<file path="src/evu_pkg.sv">
// Package of constants for the exception vector and reset unit
// How it works
// - Reset vector addresses are vector number times four, no base added.
// - Other exceptions address table base plus vector number times four.
// - Power-on uses vectors 0 and 1; manual reset uses 2 and 3.
// - Fixed vectors: 4, 6, 9, 10, 11, 12 for listed sources.
// - Software traps use vectors 32 to 63 from the instruction.
// - Request lines 0-7 map to 64-71; on-chip modules use 72-255.
// - Vectors 5, 7, 8 and 13-31 are never assigned.
// - Reset beats every other exception; power-on and manual types exist.
// - Init pin low with unmaskable pin high gives power-on reset.
// - Init pin low with unmaskable pin low gives manual reset.
// - On release read PC then SP, clear base, mask to F, start.
// - Manual reset runs the same sequence with its own vectors.
// - Manual reset waits for a running bus cycle to finish.
// - Bus controller keeps running through a long manual reset.
// - Instruction fetch from odd address is a CPU address error.
// - Instruction fetch from peripheral space is a CPU address error.
// - Word access at odd address is an address error.
// - Long word access off a four-byte boundary is an address error.
// - Long word access to 8-bit peripheral space is an address error.
// - Address error waits for bus cycle and instructions, pushes, branches.
package evu_pkg;
    localparam logic [7:0]  VEC_POR_PC      = 8'h00;
    localparam logic [7:0]  VEC_POR_SP      = 8'h01;
    localparam logic [7:0]  VEC_MAN_PC      = 8'h02;
    localparam logic [7:0]  VEC_MAN_SP      = 8'h03;
    localparam logic [7:0]  VEC_ILLEGAL     = 8'h04;
    localparam logic [7:0]  VEC_SLOT        = 8'h06;
    localparam logic [7:0]  VEC_CPU_ADDR    = 8'h09;
    localparam logic [7:0]  VEC_DMA_ADDR    = 8'h0A;
    localparam logic [7:0]  VEC_NMI         = 8'h0B;
    localparam logic [7:0]  VEC_BREAK       = 8'h0C;
    localparam logic [7:0]  VEC_TRAP_BASE   = 8'h20;
    localparam logic [7:0]  VEC_IRQ_BASE    = 8'h40;
    localparam logic [7:0]  VEC_ONCHIP_MIN  = 8'h48;
    localparam int          VEC_SHIFT       = 2;
    localparam logic [31:0] BASE_RESET_VAL  = 32'h0000_0000;
    localparam logic [3:0]  MASK_RESET_VAL  = 4'hF;
    localparam int          INIT_HOLD_CYC   = 20;
    localparam logic [1:0]  SIZE_BYTE       = 2'h0;
    localparam logic [1:0]  SIZE_WORD       = 2'h1;
    localparam logic [1:0]  SIZE_LONG       = 2'h2;
    localparam logic [2:0]  KIND_ILLEGAL    = 3'h0;
    localparam logic [2:0]  KIND_SLOT       = 3'h1;
    localparam logic [2:0]  KIND_TRAP       = 3'h2;
    localparam logic [2:0]  KIND_NMI        = 3'h3;
    localparam logic [2:0]  KIND_BREAK      = 3'h4;
    localparam logic [2:0]  KIND_IRQ        = 3'h5;
    localparam logic [2:0]  KIND_ONCHIP     = 3'h6;

    typedef enum logic [2:0] {
        EVU_RUN      = 3'b000,
        EVU_HOLD     = 3'b001,
        EVU_READ_PC  = 3'b010,
        EVU_READ_SP  = 3'b011,
        EVU_EXC_WAIT = 3'b100,
        EVU_EXC_READ = 3'b101
    } evu_state_t;
endpackage : evu_pkg

</file>
<file path="src/evu_top.sv">
// Exception vector numbering, table addressing and reset sequencing
`timescale 1ns/100ps
`default_nettype none
module evu_top (
    input  wire logic        clk,
    input  wire logic        reset,
    input  wire logic        external_init_pin_n,
    input  wire logic        nmi_pin,
    input  wire logic        bus_busy,
    // CPU and transfer unit access checks
    input  wire logic        cpu_valid,
    input  wire logic        cpu_fetch,
    input  wire logic [1:0]  cpu_size,
    input  wire logic [31:0] cpu_addr,
    input  wire logic        cpu_periph,
    input  wire logic        cpu_periph_8bit,
    input  wire logic        dtu_valid,
    input  wire logic [1:0]  dtu_size,
    input  wire logic [31:0] dtu_addr,
    input  wire logic        dtu_periph,
    input  wire logic        dtu_periph_8bit,
    // Non-reset exception request from the core
    input  wire logic        exc_req,
    input  wire logic [2:0]  exc_kind,
    input  wire logic [7:0]  exc_num,
    input  wire logic        instr_done,
    input  wire logic [31:0] table_base_register,
    // Vector table memory port
    output logic             vec_rd,
    output logic [31:0]      vec_addr,
    input  wire logic        vec_ack,
    input  wire logic [31:0] vec_data,
    // Results
    output logic             cpu_addr_error,
    output logic             dtu_addr_error,
    output logic             core_init,
    output logic             periph_init,
    output logic             bus_controller_init,
    output logic             base_clear,
    output logic [3:0]       interrupt_mask_field,
    output logic             mask_load,
    output logic [31:0]      init_pc,
    output logic [31:0]      init_sp,
    output logic             start_exec,
    output logic             exc_push,
    output logic [31:0]      handler_pc,
    output logic             handler_valid,
    output logic             exc_busy
);
    evu_pkg::evu_state_t state;
    logic                power_on;
    logic [7:0]          vec_num;
    logic [7:0]          next_vec_num;
    logic                pending_addr_err;
    logic                pending_dtu;
    logic                manual_pend;
    logic                addr_err_taken;

    // ----------------------------------------
    // Address error detection
    // ----------------------------------------
    evu_align_check u_cpu_chk (
        .clk         (clk),
        .reset       (reset),
        .valid       (cpu_valid),
        .fetch       (cpu_fetch),
        .size        (cpu_size),
        .addr        (cpu_addr),
        .periph      (cpu_periph),
        .periph_8bit (cpu_periph_8bit),
        .error       (cpu_addr_error)
    );

    // The transfer unit never fetches instructions
    evu_align_check u_dtu_chk (
        .clk         (clk),
        .reset       (reset),
        .valid       (dtu_valid),
        .fetch       (1'b0),
        .size        (dtu_size),
        .addr        (dtu_addr),
        .periph      (dtu_periph),
        .periph_8bit (dtu_periph_8bit),
        .error       (dtu_addr_error)
    );

    // ----------------------------------------
    // Vector number for a non-reset request
    // ----------------------------------------
    always_comb
    begin
        next_vec_num = evu_pkg::VEC_ILLEGAL;
        if (pending_addr_err)
            next_vec_num = pending_dtu ? evu_pkg::VEC_DMA_ADDR : evu_pkg::VEC_CPU_ADDR;
        else
            unique case (exc_kind)
                evu_pkg::KIND_ILLEGAL: next_vec_num = evu_pkg::VEC_ILLEGAL;
                evu_pkg::KIND_SLOT:    next_vec_num = evu_pkg::VEC_SLOT;
                evu_pkg::KIND_TRAP:    next_vec_num = evu_pkg::VEC_TRAP_BASE | {3'h0, exc_num[4:0]};
                evu_pkg::KIND_NMI:     next_vec_num = evu_pkg::VEC_NMI;
                evu_pkg::KIND_BREAK:   next_vec_num = evu_pkg::VEC_BREAK;
                evu_pkg::KIND_IRQ:     next_vec_num = evu_pkg::VEC_IRQ_BASE | {5'h00, exc_num[2:0]};
                evu_pkg::KIND_ONCHIP:  next_vec_num = (exc_num < evu_pkg::VEC_ONCHIP_MIN) ?
                                           evu_pkg::VEC_ONCHIP_MIN : exc_num;
                default:               next_vec_num = evu_pkg::VEC_ILLEGAL;
            endcase
    end

    // ----------------------------------------
    // Reset type capture and hold
    // ----------------------------------------
    // Type is sampled every cycle the pin is low, so the level at release wins
    always_ff @(posedge clk)
    begin
        if (reset)
            power_on <= 1'b1;
        else if (!external_init_pin_n)
            power_on <= nmi_pin;
    end

    always_ff @(posedge clk)
    begin
        if (reset)
            manual_pend <= 1'b0;
        else if (!external_init_pin_n && !nmi_pin && bus_busy)
            manual_pend <= 1'b1;
        else if (!bus_busy)
            manual_pend <= 1'b0;
    end

    // Bus controller is left alone by manual reset so refresh keeps going
    always_comb
    begin
        core_init           = (state == evu_pkg::EVU_HOLD);
        periph_init         = core_init;
        bus_controller_init = core_init && power_on;
    end

    // ----------------------------------------
    // Latched address errors
    // ----------------------------------------
    // Besides reset and the hold state, only the read of an address error vector retires the latch, so an error
    // raised while another exception is in flight is still taken afterwards
    assign addr_err_taken = (state == evu_pkg::EVU_EXC_READ) && vec_ack &&
                            (vec_num == evu_pkg::VEC_CPU_ADDR ||
                             vec_num == evu_pkg::VEC_DMA_ADDR);

    // A new error on the retiring edge wins over the clear
    always_ff @(posedge clk)
    begin
        if (reset || state == evu_pkg::EVU_HOLD)
        begin
            pending_addr_err <= 1'b0;
            pending_dtu      <= 1'b0;
        end
        else if ((!pending_addr_err || addr_err_taken) && (cpu_addr_error || dtu_addr_error))
        begin
            pending_addr_err <= 1'b1;
            pending_dtu      <= dtu_addr_error && !cpu_addr_error;
        end
        else if (addr_err_taken)
            pending_addr_err <= 1'b0;
    end

    // ----------------------------------------
    // Sequencer
    // ----------------------------------------
    always_ff @(posedge clk)
    begin
        if (reset)
        begin
            state   <= evu_pkg::EVU_HOLD;
            vec_num <= evu_pkg::VEC_POR_PC;
        end
        else if (!external_init_pin_n && !(manual_pend || (!nmi_pin && bus_busy)))
        begin
            state <= evu_pkg::EVU_HOLD;
        end
        else
            unique case (state)
                evu_pkg::EVU_HOLD:
                begin
                    if (external_init_pin_n)
                    begin
                        state   <= evu_pkg::EVU_READ_PC;
                        vec_num <= power_on ? evu_pkg::VEC_POR_PC : evu_pkg::VEC_MAN_PC;
                    end
                end
                evu_pkg::EVU_READ_PC:
                    if (vec_ack)
                    begin
                        state   <= evu_pkg::EVU_READ_SP;
                        vec_num <= power_on ? evu_pkg::VEC_POR_SP : evu_pkg::VEC_MAN_SP;
                    end
                evu_pkg::EVU_READ_SP:
                    if (vec_ack)
                        state <= evu_pkg::EVU_RUN;
                evu_pkg::EVU_RUN:
                    if (pending_addr_err || exc_req)
                    begin
                        state   <= evu_pkg::EVU_EXC_WAIT;
                        vec_num <= next_vec_num;
                    end
                evu_pkg::EVU_EXC_WAIT:
                    if (!bus_busy && instr_done)
                        state <= evu_pkg::EVU_EXC_READ;
                evu_pkg::EVU_EXC_READ:
                    if (vec_ack)
                        state <= evu_pkg::EVU_RUN;
                default:
                    state <= evu_pkg::EVU_HOLD;
            endcase
    end

    // ----------------------------------------
    // Vector table read port
    // ----------------------------------------
    always_ff @(posedge clk)
    begin
        if (reset)
        begin
            vec_rd   <= 1'b0;
            vec_addr <= 32'h0000_0000;
        end
        else if (state == evu_pkg::EVU_READ_PC || state == evu_pkg::EVU_READ_SP)
        begin
            vec_rd   <= !vec_ack;
            vec_addr <= {22'h00_0000, vec_num, 2'h0};
        end
        else if (state == evu_pkg::EVU_EXC_READ)
        begin
            vec_rd   <= !vec_ack;
            vec_addr <= table_base_register + {22'h00_0000, vec_num, 2'h0};
        end
        else
            vec_rd <= 1'b0;
    end

    // ----------------------------------------
    // Results of the sequences
    // ----------------------------------------
    always_ff @(posedge clk)
    begin
        if (reset)
        begin
            init_pc              <= 32'h0000_0000;
            init_sp              <= 32'h0000_0000;
            start_exec           <= 1'b0;
            base_clear           <= 1'b0;
            mask_load            <= 1'b0;
            interrupt_mask_field <= evu_pkg::MASK_RESET_VAL;
            handler_pc           <= 32'h0000_0000;
            handler_valid        <= 1'b0;
            exc_push             <= 1'b0;
        end
        else
        begin
            start_exec    <= 1'b0;
            base_clear    <= 1'b0;
            mask_load     <= 1'b0;
            handler_valid <= 1'b0;
            exc_push      <= 1'b0;
            if (state == evu_pkg::EVU_READ_PC && vec_ack && vec_rd)
                init_pc <= vec_data;
            if (state == evu_pkg::EVU_READ_SP && vec_ack && vec_rd)
            begin
                init_sp              <= vec_data;
                start_exec           <= 1'b1;
                base_clear           <= 1'b1;
                mask_load            <= 1'b1;
                interrupt_mask_field <= evu_pkg::MASK_RESET_VAL;
            end
            if (state == evu_pkg::EVU_EXC_WAIT && !bus_busy && instr_done)
                exc_push <= 1'b1;
            if (state == evu_pkg::EVU_EXC_READ && vec_ack && vec_rd)
            begin
                handler_pc    <= vec_data;
                handler_valid <= 1'b1;
            end
        end
    end

    assign exc_busy = (state != evu_pkg::EVU_RUN);
endmodule : evu_top
`default_nettype wire

</file>
<file path="src/evu_align_check.sv">
// Address error checker for one bus master
`timescale 1ns/100ps
`default_nettype none
module evu_align_check (
    input  wire logic        clk,
    input  wire logic        reset,
    input  wire logic        valid,
    input  wire logic        fetch,
    input  wire logic [1:0]  size,
    input  wire logic [31:0] addr,
    input  wire logic        periph,
    input  wire logic        periph_8bit,
    output logic             error
);
    logic next_error;

    always_comb
    begin
        next_error = 1'b0;
        if (valid)
        begin
            if (fetch)
                next_error = addr[0] | periph;
            else if (size == evu_pkg::SIZE_WORD)
                next_error = addr[0];
            else if (size == evu_pkg::SIZE_LONG)
                next_error = (addr[1:0] != 2'h0) | (periph & periph_8bit);
        end
    end

    always_ff @(posedge clk)
    begin
        if (reset)
            error <= 1'b0;
        else
            error <= next_error;
    end
endmodule : evu_align_check
`default_nettype wire

</file>
<file path="config.mk">
export PLATFORM = sky130hd
export DESIGN_NAME = evu_top
export DESIGN_NICKNAME = d
export VERILOG_FILES = /design/src/evu_pkg.sv /design/src/evu_top.sv /design/src/evu_align_check.sv
export SDC_FILE = /design/constraint.sdc
export NUM_CORES = 1
export LEC_CHECK = 0
export BUFFER_PORTS_ARGS = -buffer_cell sky130_fd_sc_hd__buf_2
export CAP_MARGIN = 25
export CORE_MARGIN = 2
export CORE_UTILIZATION = 50
export CTS_CLUSTER_SIZE = 30
export DETAILED_ROUTE_END_ITERATION = 10
export PLACE_DENSITY = 0.85
export SLEW_MARGIN = 20
export SYNTH_ARGS = -nofsm -noshare
export SYNTH_HDL_FRONTEND = slang
export SYNTH_SLANG_ARGS = --single-unit
export TNS_END_PERCENT = 5
</file>
<file path="constraint.sdc">
create_clock -name clk -period 4.4 [get_ports clk]
set_input_delay 0.44 -clock clk [delete_from_list [all_inputs] [get_ports clk]]
set_output_delay 0.44 -clock clk [all_outputs]
set_load 0.005 [all_outputs]
</file>
# [Word-level counts from Yosys, hierarchy flattened]
# Index checks and enable logic that the tools add are counted.
[op_classes] addsub=1 magnitude_cmp=1 eq_ne=23 muxes=32 bitwise=8 n_reduce_logical=45
[ops] op="8-bit one-hot mux with 6 select lines" n=1
[ops] op="8-bit 2-to-1 mux" n=5
[ops] op="32-bit by 10-bit adder with 32-bit output" n=1
[ops] op="8-bit one-hot mux with 3 select lines" n=1
[ops] op="10-bit 2-to-1 mux" n=2
[ops] op="1-bit logical AND" n=17
[ops] op="8-bit by 4-bit == test with 1-bit output (second input constant)" n=2
[ops] op="3-bit == test (second input constant)" n=5
[ops] op="3-bit 2-to-1 mux" n=5
[ops] op="3-bit one-hot mux with 5 select lines" n=1
[ops] op="1-bit 2-to-1 mux" n=14
[ops] op="3-bit by 2-bit == test with 1-bit output (second input constant)" n=4
[ops] op="5-bit AND reduction" n=2
[ops] op="2-bit OR reduction" n=5
[ops] op="8-bit by 7-bit < comparator with 1-bit output (second input constant)" n=1
[ops] op="2-bit != test (second input constant)" n=4
[ops] op="2-bit nonzero test" n=4
[ops] op="1-bit zero test" n=7
[ops] op="1-bit logical OR" n=7
[ops] op="3-bit by 1-bit == test with 1-bit output (second input constant)" n=2
[ops] op="2-bit 2-to-1 mux" n=3
[ops] op="3-bit nonzero test" n=2
[ops] op="2-bit by 1-bit == test with 1-bit output (second input constant)" n=2
[ops] op="2-bit == test (second input constant)" n=2
[ops] op="5 further kinds" n=11
[word_totals] register_bits=149 input_bits=158 output_inout_bits=144 word_cells=127

# [Longest topological paths before layout]
# Gate-level depths: netlist (run 1).
[depth] depth_word=7 mapped_depth=8 ltp_nobuf=8

# [By module]
# Synthesis (run 1) repeated with hierarchy kept, for this count alone.
[hier_totals] hier_cells=822 hier_area_um2=6421.2
[by_module_without_submodules] module="evu_top" instances=1 cells_per_inst=804 area_per_inst_um2=6278.5 seq_area_each_um2=2942.8
[by_module_without_submodules] module="evu_align_check" instances=2 cells_per_inst=9 area_per_inst_um2=71.3 seq_area_each_um2=20.0

# [Least setup slack after synthesis (run 1)]
# No wires, ideal clock.
[synth_timing] kind="input to register" from="input table_base_register[2]" to="register vec_addr[24]" setup_ps=119 arrival_time_ps=2118 required_ps=4281 path_slack_ps=2162 cell_stages=8 n_path_buf=0 cell_sequence="ha_1 > fa_1 > a211oi_1 > nor2_2 > o211ai_4 > and3b_1 > xnor2_1 > a21oi_1"
[synth_between] elab_chain_len=1
[synth_rtl] element="start: declaration" line_no="evu_top.sv:27" source="input wire logic [31:0] table_base_register,"
[synth_rtl] element="32-bit by 10-bit adder with 32-bit output" line_no="evu_top.sv:233" source="vec_addr <= table_base_register + {22'h00_0000, vec_num, 2'h0};"
[synth_rtl] element="end signal: assignment" line_no="evu_top.sv:228" source="vec_addr <= {22'h00_0000, vec_num, 2'h0};"
[synth_rtl] element="end signal: assignment" line_no="evu_top.sv:233"
[synth_rtl] element="end: declaration" line_no="evu_top.sv:30" source="output logic [31:0] vec_addr,"
# Every way passes these cells.
# A chain may end at the register's enable or synchronous reset.

# [Final worst setup path (run 1)]
[layout_timing] from="register vec_num[0]" to="register vec_addr[24]"
[layout_between] elab_chain_len=1
[layout_rtl] element="start: declaration" line_no="evu_top.sv:52" source="logic [7:0] vec_num;"
[layout_rtl] element="start signal: assignment" line_no="evu_top.sv:173" source="vec_num <= evu_pkg::VEC_POR_PC;"
[layout_rtl] element="start signal: assignment" line_no="evu_top.sv:186" source="vec_num <= power_on ? evu_pkg::VEC_POR_PC : evu_pkg::VEC_MAN_PC;"
[layout_rtl] element="start signal: assignment" line_no="evu_top.sv:193" source="vec_num <= power_on ? evu_pkg::VEC_POR_SP : evu_pkg::VEC_MAN_SP;"
[layout_rtl] element="32-bit by 10-bit adder with 32-bit output" line_no="evu_top.sv:233"
# Every way passes these cells.

==> results.toml, run 1 <==
[synthesis]
yosysWarnings = 0
synthFlopType = "dfxtp_1"
netlist-cell-type-count = 67
syn_area_mm2 = 0.00644
synthCells = 812
syn_area_per_cell_um2 = 7.93
async_flop_share = 0
ys_ff_latch = 149
synth_edf_count = 0
seq_area_frac_synth = 0.463

[clock_network]
post_cts_resized = 0
cts_buffer_depth = 2
cts_tree = "yes"
cts_buffers = 17
cts_max_level = 4
cts_hold_buffers = 0
cts.clk_slew.worst_paths_ns = 0.06
numClockSinks = 149
clkLatencyLatePin_ns = 0.42
cts_setup_buffers = 0
clock-root-buffer = "clkbuf_16"

[min_path]
hold_class = "primary input to register"
hp-start = "table_base_register[1]"

[critical_path]
cp.arrival_ns = 2.72
r2r-start = "vec_num[0]"
cp-start-kind = "register"
endpoint = "vec_addr[24]"
worstPathRequired_ns = 4.68
rr_endpoint = "vec_addr[24]"
endpoint_kind = "register"
ff2ff_path_depth = 8
worst-path-max-fanout = 10
worst-setup-path-type = "register to register"
rrSetupSlack_ns = 1.97
startpoint = "vec_num[0]"

[sta]
rsz0062_at_grt = "no"
fin_skew_ns = 0.00855
hold_viol_final = 0
slew_headroom = 0.431
period_needed_ns = 2.43
slew_viol_final = 0
finalSetupViolCount = 0
worst_pin_slew_ns = 0.853
fin_setup_tns_ns = 0
fmax_ghz = 0.411
fin_crit_sh = 0.553

[routing]
remaining_drc_errors = 0
vias = 6489
drt_iter0_drc = 589
via_per_inst = 5.37
first_pass_iters = 5
drtAntennaViolNets = 0
post_drt_wl_per_cell_um = 14.7
wl_mm = 17.7

[layout]
stdcell_count = 1209
n_antenna_cell = 0
nets = 1191
syn_to_final_growth_pct = 28.2
layout-drive-gt1-share = 0.286

[power]
power.leakage_uw = 0.00354
max-vdd-ir-drop_mv = 0.239
finalPower_uw = 3220
power.density_mw_per_mm2 = 390

[floorplanning]
rows = 41
die_w_um = 117
pin_count = 302
design.die.area_mm2 = 0.0138
core_mm2 = 0.0126
die_y_um = 117
start_util = 0.510

[global_routing]
overflow = 0
antenna_found_initial = 0
first_global_vias = 5967
grt_max_degree = 110
grt_pass1_wl_mm = 29.0
gr-usage-all-layers = 0.257

[place]
place.detailed.hpwl_mm = 12.0
port_buffers = 237
dp_cells = 1177
gp_congestion = 0.840

[outcome]
status = "completed"

[job]
cap_violations = 0
==> cells in the mapped netlist (2+ instances only) <==
library cell,n,area (µm²)
nor2_2,2,12.5
a21oi_1,138,691
buf_4,9,67.6
inv_1,9,33.8
or3_1,5,31.3
o21a_1,3,22.5
nor2b_1,8,50.1
nand2_1,224,841
o211ai_1,3,22.5
buf_2,3,15.0
a21o_1,3,22.5
nor4b_1,3,26.3
a22oi_1,7,52.6
o2111ai_1,3,26.3
xor2_1,9,78.8
xnor2_1,14,123
o31ai_1,3,22.5
nor2_1,26,97.6
a31oi_1,7,43.8
a211oi_1,5,37.5
mux2i_1,2,20.0
ha_1,8,100
or4_1,3,22.5
a21oi_2,2,17.5
o221ai_1,2,17.5
a2111oi_0,2,17.5
nand2b_1,7,43.8
dfxtp_1,149,2980
buf_6,2,22.5
nor4_1,6,37.5
and3b_1,2,17.5
nor3_1,19,95.1
nand4_1,7,43.8
o21ai_0,34,170
nand3_1,11,55.1
clkbuf_1,41,154
==> layer usage <==
metal  part of all wire  global-route usage  vias up
met3              0.061              0.0591       37
li1                   -                   -     3217
met5                  0                   0        -
met2               0.49               0.436      237
met4              0.027               0.109        0
met1               0.42               0.314     2998
==> logic make-up after synthesis <==
logic type | share of synthesized area
mux | 0.00311
fa+ha+maj | 0.0187
other cells | 0.000583
compound gates | 0.198
flops | 0.463
buf+inv | 0.0472
simple gates | 0.237
xor+xnor | 0.0313
==> critical path: stages (launching register included) <==
cell and delay (ns):
dfxtp_1 0.36, ha_1 0.23, fa_1 0.44, a211oi_1 0.29
nor2_2 0.12, o211ai_4 0.38, and3b_1 0.25, xnor2_1 0.16
a21oi_1 0.08
==> flip-flops by register name (all words and copies together), names as in the netlist <==
register	count
handler_pc	32
init_pc	32
init_sp	32
vec_addr	32
vec_num	8
state	3
exc_push	1
handler_valid	1
manual_pend	1
pending_addr_err	1
pending_dtu	1
power_on	1
start_exec	1
u_cpu_chk.error	1
u_dtu_chk.error	1
vec_rd	1
==> cells in the final DEF, fill, tap and decap left out, types with 4 or more instances in the layout <==
cell type	count
xor2_1	9
clkbuf_16	17
a22oi_1	7
a31oi_1	7
nand4_1	7
nor2_1	25
or3_1	5
nand2b_1	7
dfxtp_1	149
nand2_1	224
inv_1	9
inv_6	4
ha_1	8
buf_2	236
nand3_1	11
conb_1	4
buf_4	9
nor2b_1	8
a21oi_1	138
nor4_1	6
o21ai_0	34
nor3_1	17
a211oi_1	5
xnor2_1	14
==> report_power, final <==
group	switching (µW)	internal (µW)	leakage [µW]
Clock	575	831	0.000280
Combinational	231	155	0.00206
Sequential	41.1	1390	0.00120
==> layout make-up <==
cell class              count  area (µm²)
clock buffers              20         467
clock inverters            12         119
fillers                  1093        4360
inverters                  10        37.5
multi-input cells         600        3170
flip-flops and latches    149        2980
well taps                 172         215
repair buffers            246        1260
==> how the worst min path moves through the flow <==
stage	to	slack (ns)	cells past startpoint
floorplan	handler_pc[0]	0.45	2
global placement	init_pc[25]	0.44	2
detailed placement	init_sp[12]	0.44	2
CTS	vec_addr[0]	0.25	3
global route	vec_addr[1]	0.26	3
finish	vec_addr[1]	0.26	3
==> stage by stage <==
stage / instance area, µm² / hold slack, ns / utilization / setup WS (ns)
finish: 8260 / 0.261 / 0.654 / 1.97
detailed placement: 7670 / 0.443 / 0.607 / 1.84
global route: 8260 / 0.262 / 0.654 / 1.85
floorplan: 6450 / 0.453 / - / 2.16
CTS: 8250 / 0.249 / 0.654 / 1.97
global placement: 7660 / 0.438 / 0.607 / 1.88
No activity file was read; power rests on OpenSTA's default activity.
==> run 2: changes to the inputs <==
- ABC_AREA: default -> 1
- CORE_UTILIZATION: 50 -> 48
- PLACE_DENSITY: 0.85 -> 0.81
- clock period: 4.4 -> 2.4 ns (I/O delays scaled with it)
==> results.toml, run 2 <==
[floorplanning]
design.die.area_mm2 = 0.0152
die_w_um = 123
core_mm2 = 0.0139
die_y_um = 123
pin_count = 302
rows = 43
start_util = 0.493

[sta]
fmax_ghz = 0.474
fin_crit_sh = 0.880
slew_viol_final = 0
worst_pin_slew_ns = 0.800
finalSetupViolCount = 0
hold_viol_final = 0
rsz0062_at_grt = "no"
period_needed_ns = 2.11
slew_headroom = 0.467
fin_skew_ns = 0.00784
fin_setup_tns_ns = 0
layout_setup_ws_ns = 0.289

[layout]
n_antenna_cell = 0
fill_cells = 1285
final_cell_mix = "245 x nor2_1, 237 x buf_2, 149 x dfxtp_1, 141 x nand2_1, 126 x o21ai_0"
syn_to_final_growth_pct = 26.9
layout-drive-gt1-share = 0.252
nets = 1375
final_common_cell = "nor2_1"

[min_path]
hold_class = "primary input to register"

[critical_path]
rrSetupSlack_ns = 0.29
startpoint = "vec_num[0]"
r2r-start = "vec_num[0]"
crit_slowest_cell = "fa_1"
ff2ff_path_depth = 12
rr_endpoint = "vec_addr[30]"
crit_buf_inv = 2
worst-path-max-fanout = 9
worstPathRequired_ns = 2.72
worst-setup-path-type = "register to register"
path_depth = 12
worst_path_largest_cell_delay_ns = 0.42
endpoint_kind = "register"
critPathMostFrequentCell = "nand2_1"
crit_chain = "ha_1, fa_1, nand3_1, nand2_1, nand2_1, nand2_2, nand2_1, inv_1, nand3b_1, nand3_1, nand2_1, inv_1"
cp.arrival_ns = 2.43
critPathTopFamily = "simple AND/OR/NAND/NOR gates"
endpoint = "vec_addr[30]"
cp-start-kind = "register"

[clock_network]
numClockSinks = 149
cts_buffers = 17
clkLatencyLatePin_ns = 0.43
cts_setup_buffers = 0
clock-root-buffer = "clkbuf_16"
post_cts_resized = 0
cts_max_level = 4
cts.clk_slew.worst_paths_ns = 0.06
cts_hold_buffers = 0
cts_buffer_depth = 2
cts_tree = "yes"

[place]
pre_cts_ws_ns = 0.274
place.detailed.hpwl_mm = 13.9
gp_congestion = 0.904
port_buffers = 237

[global_routing]
grt_max_degree = 99
first_global_vias = 6596
overflow = 0
grt_pass1_wl_mm = 31.6
gr-usage-all-layers = 0.262
antenna_found_initial = 0

[synthesis]
syn_area_mm2 = 0.00684
synth_edf_count = 0
netlist-cell-type-count = 46
seq_area_frac_synth = 0.436
async_flop_share = 0
yosysWarnings = 0
synthFlopType = "dfxtp_1"
yosysTopAreaCellShare = 0.436
synth_top_area_cell = "dfxtp_1"
ys_ff_latch = 149
synthCells = 983
synthTopCellsByCount = "246 x nor2_1, 149 x dfxtp_1, 141 x nand2_1"
yosys-top-cells-area = "dfxtp_1 44%, nor2_1 13%, o21ai_0 9.2%"
syn_area_per_cell_um2 = 6.96
synth.most_common_cell = "nor2_1"

[power]
clkPwrFrac = 0.392
seqPwrFrac = 0.430
max-vdd-ir-drop_mv = 0.443
switching_share = 0.295
cellInternalPower_uw = 4450
comb_power_share = 0.178
power.density_mw_per_mm2 = 727
power.switching_uw = 1860
power.leakage_uw = 0.00460

[routing]
vias = 7216
remaining_drc_errors = 0
post_drt_wl_per_cell_um = 14.3
first_pass_iters = 5
drt_iter0_drc = 479
drtAntennaViolNets = 0
wl_mm = 20.0
via_per_inst = 5.15

[job]
cap_violations = 0

[outcome]
status = "completed"
[run 2: how the worst min path moves through the flow]
stage,cells past startpoint,slack (ns),startpoint,to
floorplan,1,0.32,vec_ack,vec_rd
global placement,2,0.44,vec_ack,vec_rd
detailed placement,2,0.45,vec_ack,vec_rd
CTS,2,0.007,vec_ack,vec_rd
global route,2,0.02,vec_ack,vec_rd
finish,2,0.02,vec_ack,vec_rd
[run 2: kinds of logic (layout without fill, tap and decap cells)]
| group | after synthesis | in the layout | share of synthesized area |
|---|---|---|---|
| compound gates | 201 | 201 | 0.160 |
| xor+xnor | 6 | 6 | 0.00768 |
| fa+ha+maj | 9 | 9 | 0.0176 |
| buf+inv | 140 | 374 | 0.0856 |
| flops | 149 | 149 | 0.436 |
| simple gates | 477 | 477 | 0.292 |
| other cells | 1 | 4 | 0.000548 |
[run 2: area by class of cell]
class	count	area, µm²	share of cell area
Multi-Input combinational cell	697	3290	0.379
Sequential cell	149	2980	0.344
Timing Repair Buffer	250	1280	0.148
Clock buffer	19	433	0.0499
Inverter	93	352	0.0405
Tap cell	180	225	0.0260
Clock inverter	12	110	0.0127
[run 2: per-stage QoR]
stage	hold slack (ns)	power, µW	area [µm²]	util	cells
2_1_floorplan	0.319	3470	6850	-	986
3_3_place_gp	0.438	3850	8140	0.586	1369
3_5_place_dp	0.453	3870	8140	0.586	1369
4_1_cts	0.00748	6330	8680	0.625	1400
5_1_grt	0.0245	6600	8680	0.625	1400
6_report	0.0244	6310	8680	0.625	1400
[run 2: worst register-to-register path, delay by kind of cell (launching register included)]
kind                     cells  cell delay (ns)
AND/OR/NAND/NOR              8             0.89
adder cells (fa/ha/maj)      2             0.65
buffers and inverters        2             0.15
flip-flops                   1             0.32
[run 2: layer usage]
metal	track usage	wire length, µm	up-vias
met5	0	0	-
met3	0.0761	1620	40
li1	-	-	3608
met2	0.435	9470	306
met4	0.103	437	0
met1	0.321	8450	3262
[run 2: power by group through the flow]
stage	Sequential, µW	Combinational, µW	Clock, µW
final	2710	1130	2470
after global routing	2730	1270	2610
after CTS	2710	1120	2500
after detailed placement	2760	1110	0
after global placement	2760	1090	0
after floorplan	2750	721	0
==> run 3: changes to the inputs <==
- ABC_AREA: 1 -> default
- CORE_UTILIZATION: 48 -> 47
- PLACE_DENSITY: 0.81 -> 0.8
==> results.toml, run 3 (synthesized netlist as in run 1, its figures left out) <==
[layout]
nets = 1203
syn_to_final_growth_pct = 31.3
final_cell_mix = "236 x buf_2, 224 x nand2_1, 149 x dfxtp_1, 138 x a21oi_1, 34 x o21ai_0"
design_area_mm2 = 0.00845
n_antenna_cell = 0
fill_cells = 1185
final_common_cell = "buf_2"
layout-drive-gt1-share = 0.293

[sta]
fin_crit_sh = 0.931
fin_setup_tns_ns = 0
period_needed_ns = 2.23
slew_headroom = 0.496
finalSetupViolCount = 0
hold_viol_final = 0
rsz0062_at_grt = "no"
layout_setup_ws_ns = 0.166
fmax_ghz = 0.448
fin_skew_ns = 0.00774
slew_viol_final = 0
worst_pin_slew_ns = 0.751

[clock_network]
cts_buffers = 17
cts_max_level = 4
post_cts_resized = 0
cts_tree = "yes"
cts_buffer_depth = 2
clkLatencyLatePin_ns = 0.42
numClockSinks = 149
clock-root-buffer = "clkbuf_16"
cts.clk_slew.worst_paths_ns = 0.06

[place]
gp_congestion = 0.857
port_buffers = 237
pre_cts_ws_ns = 0.110
place_area_mm2 = 0.00779
place.detailed.hpwl_mm = 12.4

[floorplanning]
pin_count = 302
start_util = 0.484
die_w_um = 121
design.die.area_mm2 = 0.0146
core_mm2 = 0.0133
die_y_um = 121
rows = 42

[critical_path]
worst-path-max-fanout = 9
cp.arrival_ns = 2.53
cp-start-kind = "register"
endpoint_kind = "register"
worstPathRequired_ns = 2.69
worst-setup-path-type = "register to register"
rrSetupSlack_ns = 0.17

[min_path]
hold_class = "primary input to register"

[global_routing]
grt_pass1_wl_mm = 29.0
overflow = 0
antenna_found_initial = 0
grt_max_degree = 83
gr-usage-all-layers = 0.247
first_global_vias = 6051

[routing]
vias = 6559
drtAntennaViolNets = 0
remaining_drc_errors = 0
drt_iter0_drc = 509
first_pass_iters = 5
via_per_inst = 5.36
post_drt_wl_per_cell_um = 14.8
wl_mm = 18.1

[power]
power.leakage_uw = 0.00364
max-vdd-ir-drop_mv = 0.412
power.density_mw_per_mm2 = 743

[job]
cap_violations = 0

[outcome]
status = "completed"
-- run 3: cell types whose count changed in the layout (fill, tap and decap cells not counted), sizes merged, moves of 35 or more --
cell and delta:
nor2 -223, a21oi +106, o21ai -98, nand2 +81, inv -80, nand3 -35
-- run 3: path summary, 6_finish.rpt --
check                  to              startpoint  depth (start not counted)
max          vec_addr[26]              vec_num[0]                          9
min           vec_addr[0]  table_base_register[0]                          3
max reg2reg  vec_addr[26]              vec_num[0]                          9
min reg2reg   init_pc[25]             init_pc[25]                          2
-- run 3: what timing repair did --
item,in CTS,in global routing
hold buffers,0,0
setup endpoints to repair,0,1
setup buffers,0,1
-- run 3: per-stage QoR --
step	util	cells	hold slack [ns]	total power, µW
after global routing	0.636	1223	0.0630	6540
final	0.636	1223	0.0636	6280
after CTS	0.635	1222	0.0523	6320
after detailed placement	0.586	1192	0.443	3410
after global placement	0.586	1192	0.438	3400
after floorplan	-	815	0.319	3110
-- run 3: where the power goes --
group	internal [µW]	switching (µW)
clock	1900	1020
sequential	2550	58.7
combinational	312	453
-- run 3: worst max-delay path, stage by stage (launching register included) --
cell,delay [ns]
dfxtp_1,0.32
ha_1,0.20
fa_1,0.42
a211oi_1,0.27
nor2_2,0.11
o211ai_4,0.30
buf_4,0.20
nor4_1,0.06
xnor2_1,0.15
a21oi_1,0.08
-- run 3: metal layers --
metal,global-route usage,part of all wire
met1,0.302,0.42
met2,0.426,0.50
met3,0.0569,0.070
met4,0.0865,0.019
met5,0,0
-- run 3: layout make-up --
cell class,instances,area (µm²),area share
Multi-Input combinational cell,600,3170,0.376
Clock inverter,11,198,0.0234
Clock buffer,19,453,0.0536
Tap cell,176,220,0.0261
Timing Repair Buffer,258,1380,0.164
Inverter,10,37.5,0.00444
Sequential cell,149,2980,0.353
